$ cat src/design/bfm_pkg.sv
// constants, register map and reset values of the buck2 fault monitor
// Summary of operation
// - Compare buck2 feedback samples against thresholds to derive overvoltage and undervoltage.
// - Overvoltage drives power-ok output A when its routing bit is one.
// - Overvoltage drives power-ok output B when its routing bit is one.
// - Undervoltage drives power-ok output A when its routing bit is one.
// - Undervoltage drives power-ok output B when its routing bit is one.
// - A detected fault sets its sticky flag to one and holds it.
// - Writing one clears a sticky flag unless its fault is still live; writing zero leaves it unchanged.
// - Read-only live bits follow present fault state; writes to them do nothing.
package bfm_pkg;

    ////////////////////////////////////////////////////////////////////////
    // widths
    localparam int BFM_ADDR_W   = 8;
    localparam int BFM_DATA_W   = 32;
    localparam int BFM_SAMPLE_W = 10;
    localparam int BFM_FILT_W   = 4;
    localparam int BFM_CTRL_W   = 5;
    localparam int BFM_FLAG_N   = 2;

    ////////////////////////////////////////////////////////////////////////
    // register byte offsets
    localparam logic [7:0] BFM_OFF_CTRL   = 8'h00;
    localparam logic [7:0] BFM_OFF_OVTHR  = 8'h04;
    localparam logic [7:0] BFM_OFF_UVTHR  = 8'h08;
    localparam logic [7:0] BFM_OFF_FILT   = 8'h0c;
    localparam logic [7:0] BFM_OFF_STAT   = 8'h10;
    localparam logic [7:0] BFM_OFF_MASK   = 8'h14;
    localparam logic [7:0] BFM_OFF_LIVE   = 8'h18;
    localparam logic [7:0] BFM_OFF_SAMPLE = 8'h1c;

    ////////////////////////////////////////////////////////////////////////
    // field positions
    localparam int BFM_CTRL_OV_A  = 0;
    localparam int BFM_CTRL_OV_B  = 1;
    localparam int BFM_CTRL_UV_A  = 2;
    localparam int BFM_CTRL_UV_B  = 3;
    localparam int BFM_CTRL_MONEN = 4;
    localparam int BFM_FLAG_UV    = 0;
    localparam int BFM_FLAG_OV    = 1;

    ////////////////////////////////////////////////////////////////////////
    // reset values
    localparam logic [4:0] BFM_CTRL_RST  = 5'h10;
    localparam logic [9:0] BFM_OVTHR_RST = 10'h3a0;
    localparam logic [9:0] BFM_UVTHR_RST = 10'h320;
    localparam logic [3:0] BFM_FILT_RST  = 4'h2;
    localparam logic [1:0] BFM_MASK_RST  = 2'h0;
    localparam logic [1:0] BFM_FLAG_RST  = 2'h0;

endpackage

$ cat src/design/bfm_fault_filter.sv
// consecutive-sample filter that turns a raw compare into a live fault level
module bfm_fault_filter
    import bfm_pkg::*;
(
    input  wire logic                  clk,         // system clock
    input  wire logic                  rst,         // async reset, high
    input  wire logic                  ce,          // clock enable
    input  wire logic                  enable,      // monitor enable
    input  wire logic                  sampleValid, // new compare result
    input  wire logic                  rawFault,    // unfiltered compare
    input  wire logic [BFM_FILT_W-1:0] filterLen,   // samples to agree
    output logic                       faultLive    // filtered fault level
);

    logic [BFM_FILT_W-1:0] cnt_q;
    logic [BFM_FILT_W:0]   cntNext;
    logic [BFM_FILT_W:0]   lenEff;

    // a length of zero behaves as one sample
    assign lenEff  = (filterLen == '0) ? (BFM_FILT_W+1)'(1) : {1'b0, filterLen};
    assign cntNext = {1'b0, cnt_q} + (BFM_FILT_W+1)'(1);

    always_ff @(posedge clk or posedge rst) begin
        if (rst) begin
            faultLive <= 1'b0;
            cnt_q     <= '0;
        end else if (ce) begin
            if (!enable) begin
                faultLive <= 1'b0;
                cnt_q     <= '0;
            end else if (sampleValid) begin
                if (rawFault == faultLive) begin
                    cnt_q <= '0;
                end else if (cntNext >= lenEff) begin
                    faultLive <= rawFault;
                    cnt_q     <= '0;
                end else begin
                    cnt_q <= cntNext[BFM_FILT_W-1:0];
                end
            end
        end
    end

endmodule

$ cat src/design/bfm_sticky_flags.sv
// write-one-to-clear sticky fault flags, set wins over clear
module bfm_sticky_flags
    import bfm_pkg::*;
(
    input  wire logic                  clk,       // system clock
    input  wire logic                  rst,       // async reset, high
    input  wire logic                  ce,        // clock enable
    input  wire logic [BFM_FLAG_N-1:0] setEvent,  // live fault levels
    input  wire logic [BFM_FLAG_N-1:0] clearReq,  // one-cycle clear bits
    output logic      [BFM_FLAG_N-1:0] flags      // sticky flag state
);

    for (genvar i = 0; i < BFM_FLAG_N; i++) begin : g_flag
        always_ff @(posedge clk or posedge rst) begin
            if (rst) begin
                flags[i] <= BFM_FLAG_RST[i];
            end else if (ce) begin
                if (setEvent[i]) begin
                    flags[i] <= 1'b1;
                end else if (clearReq[i]) begin
                    flags[i] <= 1'b0;
                end
            end
        end
    end

endmodule

$ cat src/design/bfm_fault_monitor.sv
// buck2 fault monitor top: compare, filter, routing, flags and registers
//
// The placing of the registers and strobed register access were left to the implementer.
module bfm_fault_monitor
    import bfm_pkg::*;
(
    input  wire logic                    clk,           // 50 MHz system clock
    input  wire logic                    rst,           // async reset, high
    input  wire logic                    ce,            // clock enable
    input  wire logic [BFM_ADDR_W-1:0]   regAddr,       // register byte address
    input  wire logic [BFM_DATA_W-1:0]   regWrData,     // write data
    input  wire logic                    regWrStrobe,   // write strobe
    input  wire logic                    regRdStrobe,   // read strobe
    output logic      [BFM_DATA_W-1:0]   regRdData,     // read data, next cycle
    input  wire logic [BFM_SAMPLE_W-1:0] fbSample,      // feedback node sample
    input  wire logic                    fbSampleValid, // sample strobe
    output logic                         powerOkOutA,   // fault on output A
    output logic                         powerOkOutB,   // fault on output B
    output logic                         irq            // interrupt level
);

    ////////////////////////////////////////////////////////////////////////
    // address decode helper

    function automatic logic regHit(
        input logic [BFM_ADDR_W-1:0] addr,
        input logic [BFM_ADDR_W-1:0] offset
    );
        regHit = (addr == offset);
    endfunction

    ////////////////////////////////////////////////////////////////////////
    // declarations

    logic [BFM_CTRL_W-1:0]   ctrl_q;
    logic [BFM_SAMPLE_W-1:0] ovThresh_q;
    logic [BFM_SAMPLE_W-1:0] uvThresh_q;
    logic [BFM_FILT_W-1:0]   filterLen_q;
    logic [BFM_FLAG_N-1:0]   mask_q;
    logic [BFM_SAMPLE_W-1:0] lastSample_q;
    logic [BFM_DATA_W-1:0]   rdData_d;

    logic [BFM_FLAG_N-1:0]   rawFault;
    logic [BFM_FLAG_N-1:0]   faultLive;
    logic [BFM_FLAG_N-1:0]   stickyFlags;
    logic [BFM_FLAG_N-1:0]   flagClear;

    logic                    buck2OvervoltLive;
    logic                    buck2UndervoltLive;
    logic                    buck2OvervoltSticky;
    logic                    buck2UndervoltSticky;

    logic                    cfgOvToPowerOkA;
    logic                    cfgOvToPowerOkB;
    logic                    cfgUvToPowerOkA;
    logic                    cfgUvToPowerOkB;
    logic                    monitorEnable;

    logic                    powerOkA_d;
    logic                    powerOkB_d;

    logic                    wrCtrl;
    logic                    wrOvThr;
    logic                    wrUvThr;
    logic                    wrFilt;
    logic                    wrStat;
    logic                    wrMask;

    ////////////////////////////////////////////////////////////////////////
    // write decode

    assign wrCtrl  = regWrStrobe && regHit(regAddr, BFM_OFF_CTRL);
    assign wrOvThr = regWrStrobe && regHit(regAddr, BFM_OFF_OVTHR);
    assign wrUvThr = regWrStrobe && regHit(regAddr, BFM_OFF_UVTHR);
    assign wrFilt  = regWrStrobe && regHit(regAddr, BFM_OFF_FILT);
    assign wrStat  = regWrStrobe && regHit(regAddr, BFM_OFF_STAT);
    assign wrMask  = regWrStrobe && regHit(regAddr, BFM_OFF_MASK);

    ////////////////////////////////////////////////////////////////////////
    // configuration registers

    always_ff @(posedge clk or posedge rst) begin
        if (rst) begin
            ctrl_q <= BFM_CTRL_RST;
        end else if (ce && wrCtrl) begin
            ctrl_q <= regWrData[BFM_CTRL_W-1:0];
        end
    end

    always_ff @(posedge clk or posedge rst) begin
        if (rst) begin
            ovThresh_q <= BFM_OVTHR_RST;
        end else if (ce && wrOvThr) begin
            ovThresh_q <= regWrData[BFM_SAMPLE_W-1:0];
        end
    end

    always_ff @(posedge clk or posedge rst) begin
        if (rst) begin
            uvThresh_q <= BFM_UVTHR_RST;
        end else if (ce && wrUvThr) begin
            uvThresh_q <= regWrData[BFM_SAMPLE_W-1:0];
        end
    end

    always_ff @(posedge clk or posedge rst) begin
        if (rst) begin
            filterLen_q <= BFM_FILT_RST;
        end else if (ce && wrFilt) begin
            filterLen_q <= regWrData[BFM_FILT_W-1:0];
        end
    end

    always_ff @(posedge clk or posedge rst) begin
        if (rst) begin
            mask_q <= BFM_MASK_RST;
        end else if (ce && wrMask) begin
            mask_q <= regWrData[BFM_FLAG_N-1:0];
        end
    end

    assign cfgOvToPowerOkA = ctrl_q[BFM_CTRL_OV_A];
    assign cfgOvToPowerOkB = ctrl_q[BFM_CTRL_OV_B];
    assign cfgUvToPowerOkA = ctrl_q[BFM_CTRL_UV_A];
    assign cfgUvToPowerOkB = ctrl_q[BFM_CTRL_UV_B];
    assign monitorEnable   = ctrl_q[BFM_CTRL_MONEN];

    ////////////////////////////////////////////////////////////////////////
    // threshold compare of the feedback node

    // window compare, above the upper bound or below the lower bound
    assign rawFault[BFM_FLAG_OV] = (fbSample > ovThresh_q);
    assign rawFault[BFM_FLAG_UV] = (fbSample < uvThresh_q);

    always_ff @(posedge clk or posedge rst) begin
        if (rst) begin
            lastSample_q <= '0;
        end else if (ce && fbSampleValid) begin
            lastSample_q <= fbSample;
        end
    end

    ////////////////////////////////////////////////////////////////////////
    // filtering into live fault levels

    for (genvar i = 0; i < BFM_FLAG_N; i++) begin : g_filt
        bfm_fault_filter u_filter (
            .clk         (clk),
            .rst         (rst),
            .ce          (ce),
            .enable      (monitorEnable),
            .sampleValid (fbSampleValid),
            .rawFault    (rawFault[i]),
            .filterLen   (filterLen_q),
            .faultLive   (faultLive[i])
        );
    end

    // live bits are never latched
    assign buck2OvervoltLive  = faultLive[BFM_FLAG_OV];
    assign buck2UndervoltLive = faultLive[BFM_FLAG_UV];

    ////////////////////////////////////////////////////////////////////////
    // sticky flags, write one to clear

    assign flagClear = wrStat ? regWrData[BFM_FLAG_N-1:0] : '0;

    bfm_sticky_flags u_sticky (
        .clk      (clk),
        .rst      (rst),
        .ce       (ce),
        .setEvent (faultLive),
        .clearReq (flagClear),
        .flags    (stickyFlags)
    );

    assign buck2OvervoltSticky  = stickyFlags[BFM_FLAG_OV];
    assign buck2UndervoltSticky = stickyFlags[BFM_FLAG_UV];

    ////////////////////////////////////////////////////////////////////////
    // power-ok routing

    always_comb begin
        powerOkA_d = 1'b0;
        powerOkB_d = 1'b0;
        if (cfgOvToPowerOkA && buck2OvervoltLive) begin
            powerOkA_d = 1'b1;
        end
        if (cfgOvToPowerOkB && buck2OvervoltLive) begin
            powerOkB_d = 1'b1;
        end
        if (cfgUvToPowerOkA && buck2UndervoltLive) begin
            powerOkA_d = 1'b1;
        end
        if (cfgUvToPowerOkB && buck2UndervoltLive) begin
            powerOkB_d = 1'b1;
        end
    end

    always_ff @(posedge clk or posedge rst) begin
        if (rst) begin
            powerOkOutA <= 1'b0;
            powerOkOutB <= 1'b0;
        end else if (ce) begin
            powerOkOutA <= powerOkA_d;
            powerOkOutB <= powerOkB_d;
        end
    end

    ////////////////////////////////////////////////////////////////////////
    // interrupt

    assign irq = |(stickyFlags & mask_q);

    ////////////////////////////////////////////////////////////////////////
    // read path

    always_comb begin
        rdData_d = '0;
        if (regHit(regAddr, BFM_OFF_CTRL)) begin
            rdData_d[BFM_CTRL_W-1:0] = ctrl_q;
        end else if (regHit(regAddr, BFM_OFF_OVTHR)) begin
            rdData_d[BFM_SAMPLE_W-1:0] = ovThresh_q;
        end else if (regHit(regAddr, BFM_OFF_UVTHR)) begin
            rdData_d[BFM_SAMPLE_W-1:0] = uvThresh_q;
        end else if (regHit(regAddr, BFM_OFF_FILT)) begin
            rdData_d[BFM_FILT_W-1:0] = filterLen_q;
        end else if (regHit(regAddr, BFM_OFF_STAT)) begin
            rdData_d[BFM_FLAG_UV] = buck2UndervoltSticky;
            rdData_d[BFM_FLAG_OV] = buck2OvervoltSticky;
        end else if (regHit(regAddr, BFM_OFF_MASK)) begin
            rdData_d[BFM_FLAG_N-1:0] = mask_q;
        end else if (regHit(regAddr, BFM_OFF_LIVE)) begin
            rdData_d[BFM_FLAG_UV] = buck2UndervoltLive;
            rdData_d[BFM_FLAG_OV] = buck2OvervoltLive;
        end else if (regHit(regAddr, BFM_OFF_SAMPLE)) begin
            rdData_d[BFM_SAMPLE_W-1:0] = lastSample_q;
        end
    end

    // data stands only in the cycle after the read strobe
    always_ff @(posedge clk or posedge rst) begin
        if (rst) begin
            regRdData <= '0;
        end else if (ce) begin
            if (regRdStrobe) begin
                regRdData <= rdData_d;
            end else begin
                regRdData <= '0;
            end
        end
    end

endmodule

$ cat config.mk
export PLATFORM = sky130hd
export DESIGN_NAME = bfm_fault_monitor
export DESIGN_NICKNAME = d
export VERILOG_FILES = /design/src/design/bfm_pkg.sv /design/src/design/bfm_fault_filter.sv /design/src/design/bfm_sticky_flags.sv /design/src/design/bfm_fault_monitor.sv
export SDC_FILE = /design/constraint.sdc
export NUM_CORES = 1
export LEC_CHECK = 0
export ABC_CLOCK_PERIOD_IN_PS = 5500
export BUFFER_PORTS_ARGS = -buffer_cell sky130_fd_sc_hd__buf_2
export CORE_UTILIZATION = 59
export CTS_CLUSTER_DIAMETER = 60
export CTS_CLUSTER_SIZE = 40
export DETAILED_ROUTE_END_ITERATION = 12
export GPL_ROUTABILITY_DRIVEN = 0
export PLACE_DENSITY = 0.83
export SETUP_SLACK_MARGIN = 0.3
export SLEW_MARGIN = 20
export SYNTH_ARGS = -nofsm -noshare
export SYNTH_HDL_FRONTEND = slang
export SYNTH_SLANG_ARGS = --single-unit
$ cat constraint.sdc
create_clock -name clk -period 5.5 [get_ports clk]
set_input_delay 0.55 -clock clk [delete_from_list [all_inputs] [get_ports clk]]
set_output_delay 0.55 -clock clk [all_outputs]
set_load 0.005 [all_outputs]
==> metrics, run 1 <==
buffer count from post-CTS setup fixing=0; Final nets=533; drt via density=about 6.0; gr ovfl total=0; synthesized instance count=just over 400; Crit path arrival time=around 2.8 ns; Non-Filler Instances=roughly 530; largest cells by area after synthesis=dfrtp_1 (35%), ha_1 (7.9%), dfstp_2 (6.0%); Worst Setup SP=filterLen_q[1]; post-DR wirelength/cell=about 17 um; Mapped Avg Cell Area=roughly 9.7 um2; via count=between 3000 and 4000; cts repair resizes=0; Yosys top cell area share=between 30 and 40%; R2R Setup Slk=around 3.0 ns; num ports=91; final instance area=between 0.004 and 0.005 mm2; Max clock buf depth=2; largest net degree at the start of global routing=between 60 and 70; ANT cells=0; leading area contributor after synthesis=dfrtp_1; critical path class=flip-flop to flip-flop; crit start category=flip-flop; Hold WC Path Type=input pin to flip-flop; Hold-fix buffers, CTS=0; Root Driver=clkbuf_8; Clock Sinks=65; H-Tree Depth=3; Clock Pin Slew Worst Setup and Hold Paths=0.08 ns; CTS Buf Count=9; CP delay by family, top=compound AO/OA/AOI/OAI gates; Buffers & Inverters on Critical Path=0; Top FF cell, synth=dfrtp_1; port buffer count=46; Tightest Pin Transition=approximately 1.0 ns; Yosys reg bits=65; RSZ-0062 raised after global routing=no; crit path capture=g_filt[1].u_filter.cnt_q[2]; LEAKAGE=approximately 2.1 nW; crit end category=flip-flop; Worst R2R End=g_filt[1].u_filter.cnt_q[2]; WP data required=5.73 ns; Post-Place Cells=a little over 500; core area=0.006386 mm2; FMAX=around 0.39 GHz; top cells by count, synth=dfrtp_1 (56), nand2_1 (46), inv_1 (26), ha_1 (25), a21oi_1 (24); Crit path depth=9; worst-skew pair later-pin latency=roughly 0.34 ns; Tot Pwr=around 0.0011 W; Die X=around 84 um; synthesized cell area=between 0.003 and 0.004 mm2; Hold Violations, Final=0; Starting Density=61.81%; CTS tree=yes; number of synthesized flops with an enable pin=0; Crit Reg-Reg Startpoint=filterLen_q[1]; Iter 0 DRT Violations=roughly 270; Core Rows=29; Critical-path top delay cell=dfstp_2; Hold WS=about 0.41 ns; Routed WL=9083 um; area enclosed by the die boundary=0.007022 mm2; final setup violating endpoints=0; ys async rst share=100.0%; critical path peak fanout=4; worst reg-to-reg path cell count=9; final clock skew=between 0.008 and 0.009 ns; Final period util=46.23%; DR DRC count=0; PD cells=approximately 260 mW/mm2; outcome=completed; Tot GR Track Use=between 20% and 30%; fraction of layout cells with a size suffix above 1=about 23%; Min Clock Period, post-route=2.543 ns; initial antenna violation count=0; DP HPWL=between 6000 and 7000 um; CP max stage delay=about 0.56 ns; vias in the first global route=3050; post-synthesis sequential area ratio=just over 40%; Yosys warnings=0; worst-path cell chain=nor3_1 -> or2_2 -> ha_1 -> nand2b_1 -> a21oi_1 -> maj3_1 -> o21ai_1 -> nor2_1 -> a32o_1; setup TNS=0 ns; Distinct cells, synth=61; Layout area overhead=9.192%; VDD IR max=~0.00016 V; Die H=~84 um; Antenna Nets Post-Route=0; first-pass GRT wire length=14950 um; most common cell in the netlist=dfrtp_1; Slew Viols, Final=0; DP Area=between 0.004 and 0.005 mm2; drt pass-1 iters=5; Rel. slew slack=between 20 and 30%; max-cap violations=0
-- where the power goes --
group,internal [W],switching [W]
sequential,0.000513,0.0000326
combinational,0.0000788,0.000102
clock,0.000186,0.000188
-- cell usage in the layout (no fill, tap or decap), types with 3 or more instances in the layout --
| cell | instances |
|---|---|
| dfrtp_1 | 56 |
| nand2_1 | 46 |
| buf_2 | 46 |
| inv_1 | 25 |
| ha_1 | 25 |
| a21oi_1 | 24 |
| conb_1 | 22 |
| nor2_1 | 20 |
| o21ai_1 | 20 |
| mux2_2 | 17 |
| o21ai_0 | 13 |
| clkbuf_8 | 11 |
| a22o_1 | 10 |
| dfstp_2 | 9 |
| nand2b_1 | 8 |
| nand3_1 | 8 |
| nor3_1 | 7 |
| a31oi_1 | 6 |
| o2bb2ai_1 | 6 |
| mux2i_1 | 5 |
| a32o_1 | 5 |
| a21o_1 | 5 |
| nor2b_1 | 4 |
| o22ai_1 | 3 |
| a22oi_1 | 3 |
| a32oi_1 | 3 |
| o21ai_2 | 3 |
| clkinv_2 | 3 |
-- final cells by class --
class	count	area, um2
timing repair buffer	47	237.7
fill	523	2076
clock inverter	5	30.03
tap	77	96.34
multi-input combinational	302	2056
inverter	27	101.3
clock buffer	11	151.4
sequential	65	1638
-- cell families after synthesis --
family	share of synthesized area, %
compound gates	20.25
xor+xnor	0.8876
fa+ha+maj	8.431
buf+inv	8.431
flops	41.49
mux	6.688
other cells	0.09500
simple gates	13.73
-- registers in the layout, indices dropped and copies added (netlist names) --
register,count
ctrl_q,5
filterLen_q,4
g_filt.u_filter.cnt_q,8
g_filt.u_filter.faultLive,2
lastSample_q,10
mask_q,2
ovThresh_q,10
powerOkOutA,1
powerOkOutB,1
regRdData,10
u_sticky.flags,2
uvThresh_q,10
-- layer usage --
layer	vias up	part of all wire, %	global-route usage, %	wire length (um)
met1	1537	45	38.33	4063
met4	0	2.2	12.17	196
met2	132	47	41.61	4296
li1	1514	-	-	-
met5	-	0	0	0
met3	20	5.8	6.330	527
-- worst min-delay path by stage --
stage / startpoint / end / slack, ns / cells past startpoint
5_1_grt: regWrData[5] / ovThresh_q[5] / 0.41 / 3
3_5_place_dp: regRdData[8] / regRdData[8] / 0.47 / 1
6_report: regWrData[5] / uvThresh_q[5] / 0.41 / 3
4_1_cts: regWrData[5] / uvThresh_q[5] / 0.40 / 3
3_3_place_gp: regRdData[9] / regRdData[9] / 0.46 / 1
2_1_floorplan: lastSample_q[0] / lastSample_q[0] / 0.45 / 2
-- per-stage QoR --
| step | utilization [%] | worst slack [ns] |
|---|---|---|
| finish | 67.50 | 2.957 |
| global route | 67.50 | 2.879 |
| CTS | 67.50 | 3.004 |
| detailed placement | 64.66 | 2.965 |
| global placement | 64.66 | 3.002 |
| floorplan | - | 3.258 |
-- worst min-delay path, delay by kind of cell --
| family | cells | cell delay (ns) |
|---|---|---|
| AOI/OAI and AO/OA | 1 | 0.05 |
| buffers and inverters | 1 | 0.11 |
| and+or+nand+nor | 1 | 0.04 |
No activity file was read; power rests on OpenSTA's default activity.
==> run 2, diff against run 1 <==
- ABC_CLOCK_PERIOD_IN_PS: 5500 -> 2130
- CORE_UTILIZATION: 59 -> 49
- PLACE_DENSITY: 0.83 -> 0.74
- clock period: 5.5 -> 2.13 ns (I/O delays scaled with it)
==> run 2 against run 1 <==
Compared with the run above: critical path depth unchanged; largest power group unchanged; core utilization shrank 6.4 points; clock-buffer cell count is 1 lower; via count up 3.2%; register-to-register slack lost 3.1 ns; first-iteration DRC count decreased by 45%; the flow now finishes with violations (negative setup slack); largest cell class unchanged; final cell count is 9.2% higher; die area up 20%; global-route usage down 2.9 points; clock power rose to 3.2 times the previous value; maximum frequency increased by 14%.
==> metrics, run 2 (same netlist as run 1, synthesis figures left out) <==
outcome=finished, violations left; failing checks=negative setup slack; Sw Ratio=28.26% (-1.1 points); initial antenna violation count=0 (unchanged); cell-internal power=0.002294 W (+200%); register area=0.001638 mm2 (unchanged); first-pass GRT wire length=15970 um (+6.8%); final setup violating endpoints=10 (+10); Hold WC Path Type=input pin to flip-flop; vias in the first global route=3291 (+7.9%); worst-path cell chain=nor3_1 -> or2_4 -> ha_4 -> nand2b_4 -> a21oi_2 -> maj3_2 -> o21ai_4 -> nor2_2 -> a32o_1; max-cap violations=0 (unchanged); Hold Violations, Final=0 (unchanged); setup TNS=-0.6389 ns (-0.6389 ns); port buffer count=46 (unchanged); CTS tree=yes; Antenna Nets Post-Route=0 (unchanged); ANT cells=0 (unchanged); final clock skew=0.007785 ns (-0.0008651 ns); H-Tree Depth=3 (unchanged); Final Core Density=61.05% (-6.4 points); Tightest Pin Transition=0.8711 ns (-0.1728 ns); Crit path arrival time=2.46 ns (-0.31 ns); Max clock buf depth=2 (unchanged); most frequent cells in the layout=dfrtp_1 (56), nand2_1 (46), buf_2 (46); Worst R2R End=g_filt[1].u_filter.cnt_q[1]; Critical-path top delay cell=dfstp_2; crit start category=flip-flop; post-DR wirelength/cell=16.76 um (-1.5%); Die H=91.76 um (+9.5%); Min Clock Period, post-route=2.227 ns (-0.3157 ns); most common cell after layout, fill and taps aside=dfrtp_1; Core Rows=32 (+10%); Starting Density=50.82% (-11 points); DP HPWL=6967 um (+7.3%); CP delay by family, top=adder cells; WP data required=2.36 ns (-3.37 ns); crit path capture=g_filt[1].u_filter.cnt_q[1]; PD cells=674.4 mW/mm2 (+160%); Final period util=104.6% (+58 points); Crit Reg-Reg Startpoint=filterLen_q[1]; Logic pwr share=18.8% (+2.3 points); num ports=91 (unchanged); Iter 0 DRT Violations=147 (-45%); Clock Sinks=65 (unchanged); Non-Filler Instances=583 (+9.2%); Layout area overhead=20.13%; Root Driver=clkbuf_8; critical path class=flip-flop to flip-flop; largest net degree at the start of global routing=46 (-30%); crit end category=flip-flop; Routed WL=9771 um (+7.6%); Die X=91.76 um (+9.5%); drt pass-1 iters=4 (-1); FMAX=0.4490 GHz (+14%); RSZ-0062 raised after global routing=yes; Tot Pwr=0.003198 W (+190%); via count=3306 (+3.2%); final instance area=0.004742 mm2 (+10%); Slew Viols, Final=0 (unchanged); worst reg-to-reg path cell count=9 (unchanged); fill count=659 (+26%); VDD IR max=0.0003805 V (+130%); Final nets=557 (+4.5%); LEAKAGE=2.267 nW (+7.3%); R2R Setup Slk=-0.1 ns (-3.05 ns); Tot GR Track Use=24.70% (-2.9 points); Multi-input gate area=0.002215 mm2 (+7.7%); final worst slack=-0.09714 ns (-3.054 ns); Clock power frac=37.5% (+3.5 points); Post-Place Cells=565 (+9.1%); Crit path depth=9 (unchanged); critical path peak fanout=4 (unchanged); core area=0.007767 mm2 (+22%); Net Sw Power=0.0009039 W (+180%); Rel. slew slack=41.48% (+12 points); worst-skew pair later-pin latency=0.35 ns (about the same); Buffers & Inverters on Critical Path=0 (unchanged); CP max stage delay=0.54 ns (-0.02 ns); area enclosed by the die boundary=0.008419 mm2 (+20%); fraction of layout cells with a size suffix above 1=30.56% (+7.8 points); Worst Setup SP=filterLen_q[1]; gr ovfl total=0 (unchanged); CTS Buf Count=9 (unchanged); Seq pwr share=43.6% (-6.0 points); drt via density=5.671 (-5.5%); DP Area=0.004360 mm2 (+5.6%); DR DRC count=0 (unchanged); Clock Pin Slew Worst Setup and Hold Paths=0.08 ns (about the same)
## run 2: area by class of cell
| cell class | count | area share [%] |
|---|---|---|
| Multi-Input combinational cell | 302 | 46.70 |
| Sequential cell | 65 | 34.54 |
| Timing Repair Buffer | 71 | 9.129 |
| Clock buffer | 10 | 2.902 |
| Tap cell | 102 | 2.691 |
| Inverter | 27 | 2.137 |
| Clock inverter | 6 | 1.900 |
## run 2: how the worst min path moves through the flow
stage	startpoint	end	slack [ns]	cells past startpoint
after global routing	regWrData[7]	ovThresh_q[7]	0.07	3
after detailed placement	rst	g_filt[1].u_filter.cnt_q[3]	0.26	2
after global placement	rst	g_filt[1].u_filter.cnt_q[2]	0.25	2
after floorplan	regWrData[5]	ovThresh_q[5]	0.31	2
after CTS	regWrData[7]	ovThresh_q[7]	0.06	3
final	regWrData[7]	ovThresh_q[7]	0.07	3
## run 2: tightest hold or removal path, delay by kind of cell
kind | cells | cell delay, ns
buf+inv | 1 | 0.10
simple gates | 1 | 0.05
compound gates | 1 | 0.05
## run 2: metrics by stage
stage / hold slack, ns / setup slack (ns)
after floorplan: 0.3052 / 0.04706
after CTS: 0.05768 / -0.06982
after detailed placement: 0.2591 / -0.1419
final: 0.06792 / -0.09714
after global placement: 0.2538 / -0.1038
after global routing: 0.07246 / -0.1538
## run 2: timing repair
action                                 4_1_cts  5_1_grt
gates resized for setup                     12        8
pin swaps                                    9        4
buffers inserted                             0        1
cloned                                       0        0
hold buffers                                 1        0
setup endpoints to repair                   10       10
endpoints found under the hold margin       19        0
## run 2: power by group through the flow
stage	registers (W)	clock network (W)	logic, W
after global placement	0.00141	0	0.000508
after global routing	0.00141	0.00128	0.000666
after CTS	0.00139	0.00122	0.000572
final	0.00140	0.00120	0.000603
after detailed placement	0.00141	0	0.000530
after floorplan	0.00140	0	0.000385
## run 2: metal layers
layer  share of wire (%)  up-vias  track usage, %
li1                    -     1564               -
met1                  43     1614           31.85
met2                  50      111           40.66
met3                 5.5       17           4.395
met4                 1.9        0           11.07
met5                   0        -               0
==> run 3, diff against run 2 <==
- CORE_MARGIN: default -> 2
==> run 3 against run 2 <==
Compared with the run above: the flow still finishes with violations (negative setup slack); clock power down 18%; combinational power about the same; sequential power about the same; power fell by 6.4%; via count shrank 1.2%; clock skew down 0.0011 ns; sequential cell count unchanged.
==> metrics, run 3 (same netlist as run 1, synthesis figures left out) <==
LEAKAGE=2.239 nW (-1.2%); crit end category=flip-flop; Die H=93.76 um (+2.2%); most frequent cells in the layout=dfrtp_1 (56), nand2_1 (46), buf_2 (46); vias in the first global route=3171 (-3.6%); Multi-input gate area=0.002205 mm2 (-0.45%); critical path class=flip-flop to flip-flop; first-pass GRT wire length=15700 um (-1.7%); Crit Reg-Reg Startpoint=filterLen_q[1]; final setup violating endpoints=9 (-1); WP data required=2.42 ns (+0.06 ns); most common cell after layout, fill and taps aside=dfrtp_1; Min Clock Period, post-route=2.224 ns (-0.003193 ns); Slew Viols, Final=0 (unchanged); R2R Setup Slk=-0.09 ns (about the same); Max clock buf depth=2 (unchanged); fill count=680 (+3.2%); FMAX=0.4497 GHz (+0.14%); H-Tree Depth=3 (unchanged); register area=0.001638 mm2 (unchanged); DP Area=0.004360 mm2 (unchanged); worst-skew pair later-pin latency=0.35 ns (about the same); port buffer count=46 (unchanged); outcome=finished, violations left; CP max stage delay=0.53 ns (about the same); worst-path cell chain=nor3_1 -> or2_4 -> ha_4 -> nand2b_4 -> a21oi_2 -> maj3_2 -> o21ai_4 -> a32oi_1 -> a21bo_2; critical path peak fanout=4 (unchanged); Final period util=104.4% (-0.15 points); final clock skew=0.006700 ns (-0.001085 ns); Hold Violations, Final=0 (unchanged); ANT cells=0 (unchanged); drt pass-1 iters=4 (unchanged); Tot GR Track Use=23.28% (-1.4 points); Routed WL=9539 um (-2.4%); post-DR wirelength/cell=16.39 um (-2.2%); gr ovfl total=0 (unchanged); worst reg-to-reg path cell count=9 (unchanged); Non-Filler Instances=582 (-0.17%); Layout area overhead=18.61%; setup TNS=-0.4820 ns (+0.1569 ns); CTS Buf Count=9 (unchanged); Core Rows=32 (unchanged); DR DRC count=0 (unchanged); Clock Sinks=65 (unchanged); Final nets=556 (-0.18%); WHS Endpoint=ovThresh_q[7]; Iter 0 DRT Violations=140 (-4.8%); buffer count from post-CTS setup fixing=0 (unchanged); final instance area=0.004682 mm2 (-1.3%); core area=0.007767 mm2 (unchanged); fraction of layout cells with a size suffix above 1=30.00% (-0.56 points); PD cells=639.1 mW/mm2 (-5.2%); CTS tree=yes; DP HPWL=7141 um (+2.5%); Die X=93.76 um (+2.2%); Rel. slew slack=42.98% (+1.5 points); Starting Density=50.82% (unchanged); Root Driver=clkbuf_8; Post-Place Cells=565 (unchanged); via count=3266 (-1.2%); final worst slack=-0.09394 ns (+0.003193 ns); failing checks=negative setup slack; Hold WC Path Type=input pin to flip-flop; worst hold start=regWrData[7]; Antenna Nets Post-Route=0 (unchanged); Worst Hold Path Cells=3 (unchanged); drt via density=5.612 (-1.0%); max-cap violations=0 (unchanged); num ports=91 (unchanged); VDD IR max=0.0003230 V (-15%); crit start category=flip-flop; Clock Pin Slew Worst Setup and Hold Paths=0.07 ns (about the same); Tightest Pin Transition=0.8488 ns (-0.02231 ns); RSZ-0062 raised after global routing=yes; initial antenna violation count=0 (unchanged); Worst R2R End=g_filt[1].u_filter.faultLive; Critical-path top delay cell=dfstp_2; largest net degree at the start of global routing=44 (-4.3%); post-placement worst setup slack=-0.1862 ns (-0.04428 ns); area enclosed by the die boundary=0.008790 mm2 (+4.4%); Crit path arrival time=2.52 ns (+0.06 ns); Final Core Density=60.28% (-0.77 points)
-- run 3: cell types whose count changed in the layout (fill, tap and decap cells not counted), moves of 2 or more --
cell and change:
clkbuf_8 +2, bufinv_16 -2, clkbuf_1 +2, o21ai_1 -2
-- run 3: report_power, final --
| part | total, W | leakage [nW] | switching [W] | internal [W] |
|---|---|---|---|---|
| Sequential | 0.00140 | 0.769 | 0.0000743 | 0.00132 |
| Clock | 0.000988 | 0.0927 | 0.000471 | 0.000517 |
| Combinational | 0.000605 | 1.38 | 0.000327 | 0.000277 |
-- run 3: how the worst max path moves through the flow --
stage,start,to,slack (ns)
floorplan,filterLen_q[1],g_filt[1].u_filter.faultLive,0.05
global placement,ovThresh_q[8],g_filt[1].u_filter.cnt_q[1],-0.10
detailed placement,ovThresh_q[9],g_filt[1].u_filter.cnt_q[1],-0.19
CTS,filterLen_q[1],g_filt[0].u_filter.faultLive,-0.07
global route,filterLen_q[1],g_filt[1].u_filter.cnt_q[3],-0.15
finish,filterLen_q[1],g_filt[1].u_filter.faultLive,-0.09
-- run 3: what timing repair did --
item | CTS | global route
hold buffers | 1 | 0
hold endpoints to repair | 21 | 0
setup endpoints to repair | 10 | 10
resized for setup | 16 | 4
pin swaps | 9 | 5
-- run 3: layer usage --
metal	up-vias	routed length [um]	global-route usage (%)
li1	1564	-	-
met1	1601	4295	31.67
met2	85	4667	37.56
met3	16	393	3.531
met4	0	182	8.937
met5	-	0	0
-- run 3: area by class of cell --
type                    count  area share (%)
inverters                  27           2.165
clock inverters             2          0.2672
clock buffers              14           3.688
multi-input cells         302           47.09
well taps                 102           2.726
repair buffers             70           9.086
flip-flops and latches     65           34.98
-- run 3: critical path: cells and delay by family (launching register included) --
family	cells	cell delay, ns
and+or+nand+nor	3	0.42
adders and majority gates	2	0.59
DFF	1	0.53
AOI/OAI and AO/OA	4	0.63
-- run 3: metrics by stage --
stage,hold WS (ns),power [W]
final,0.06714,0.002992
after global routing,0.08310,0.003140
after CTS,0.06150,0.002982
after detailed placement,0.2776,0.001949
after global placement,0.2778,0.001917
after floorplan,0.3052,0.001783
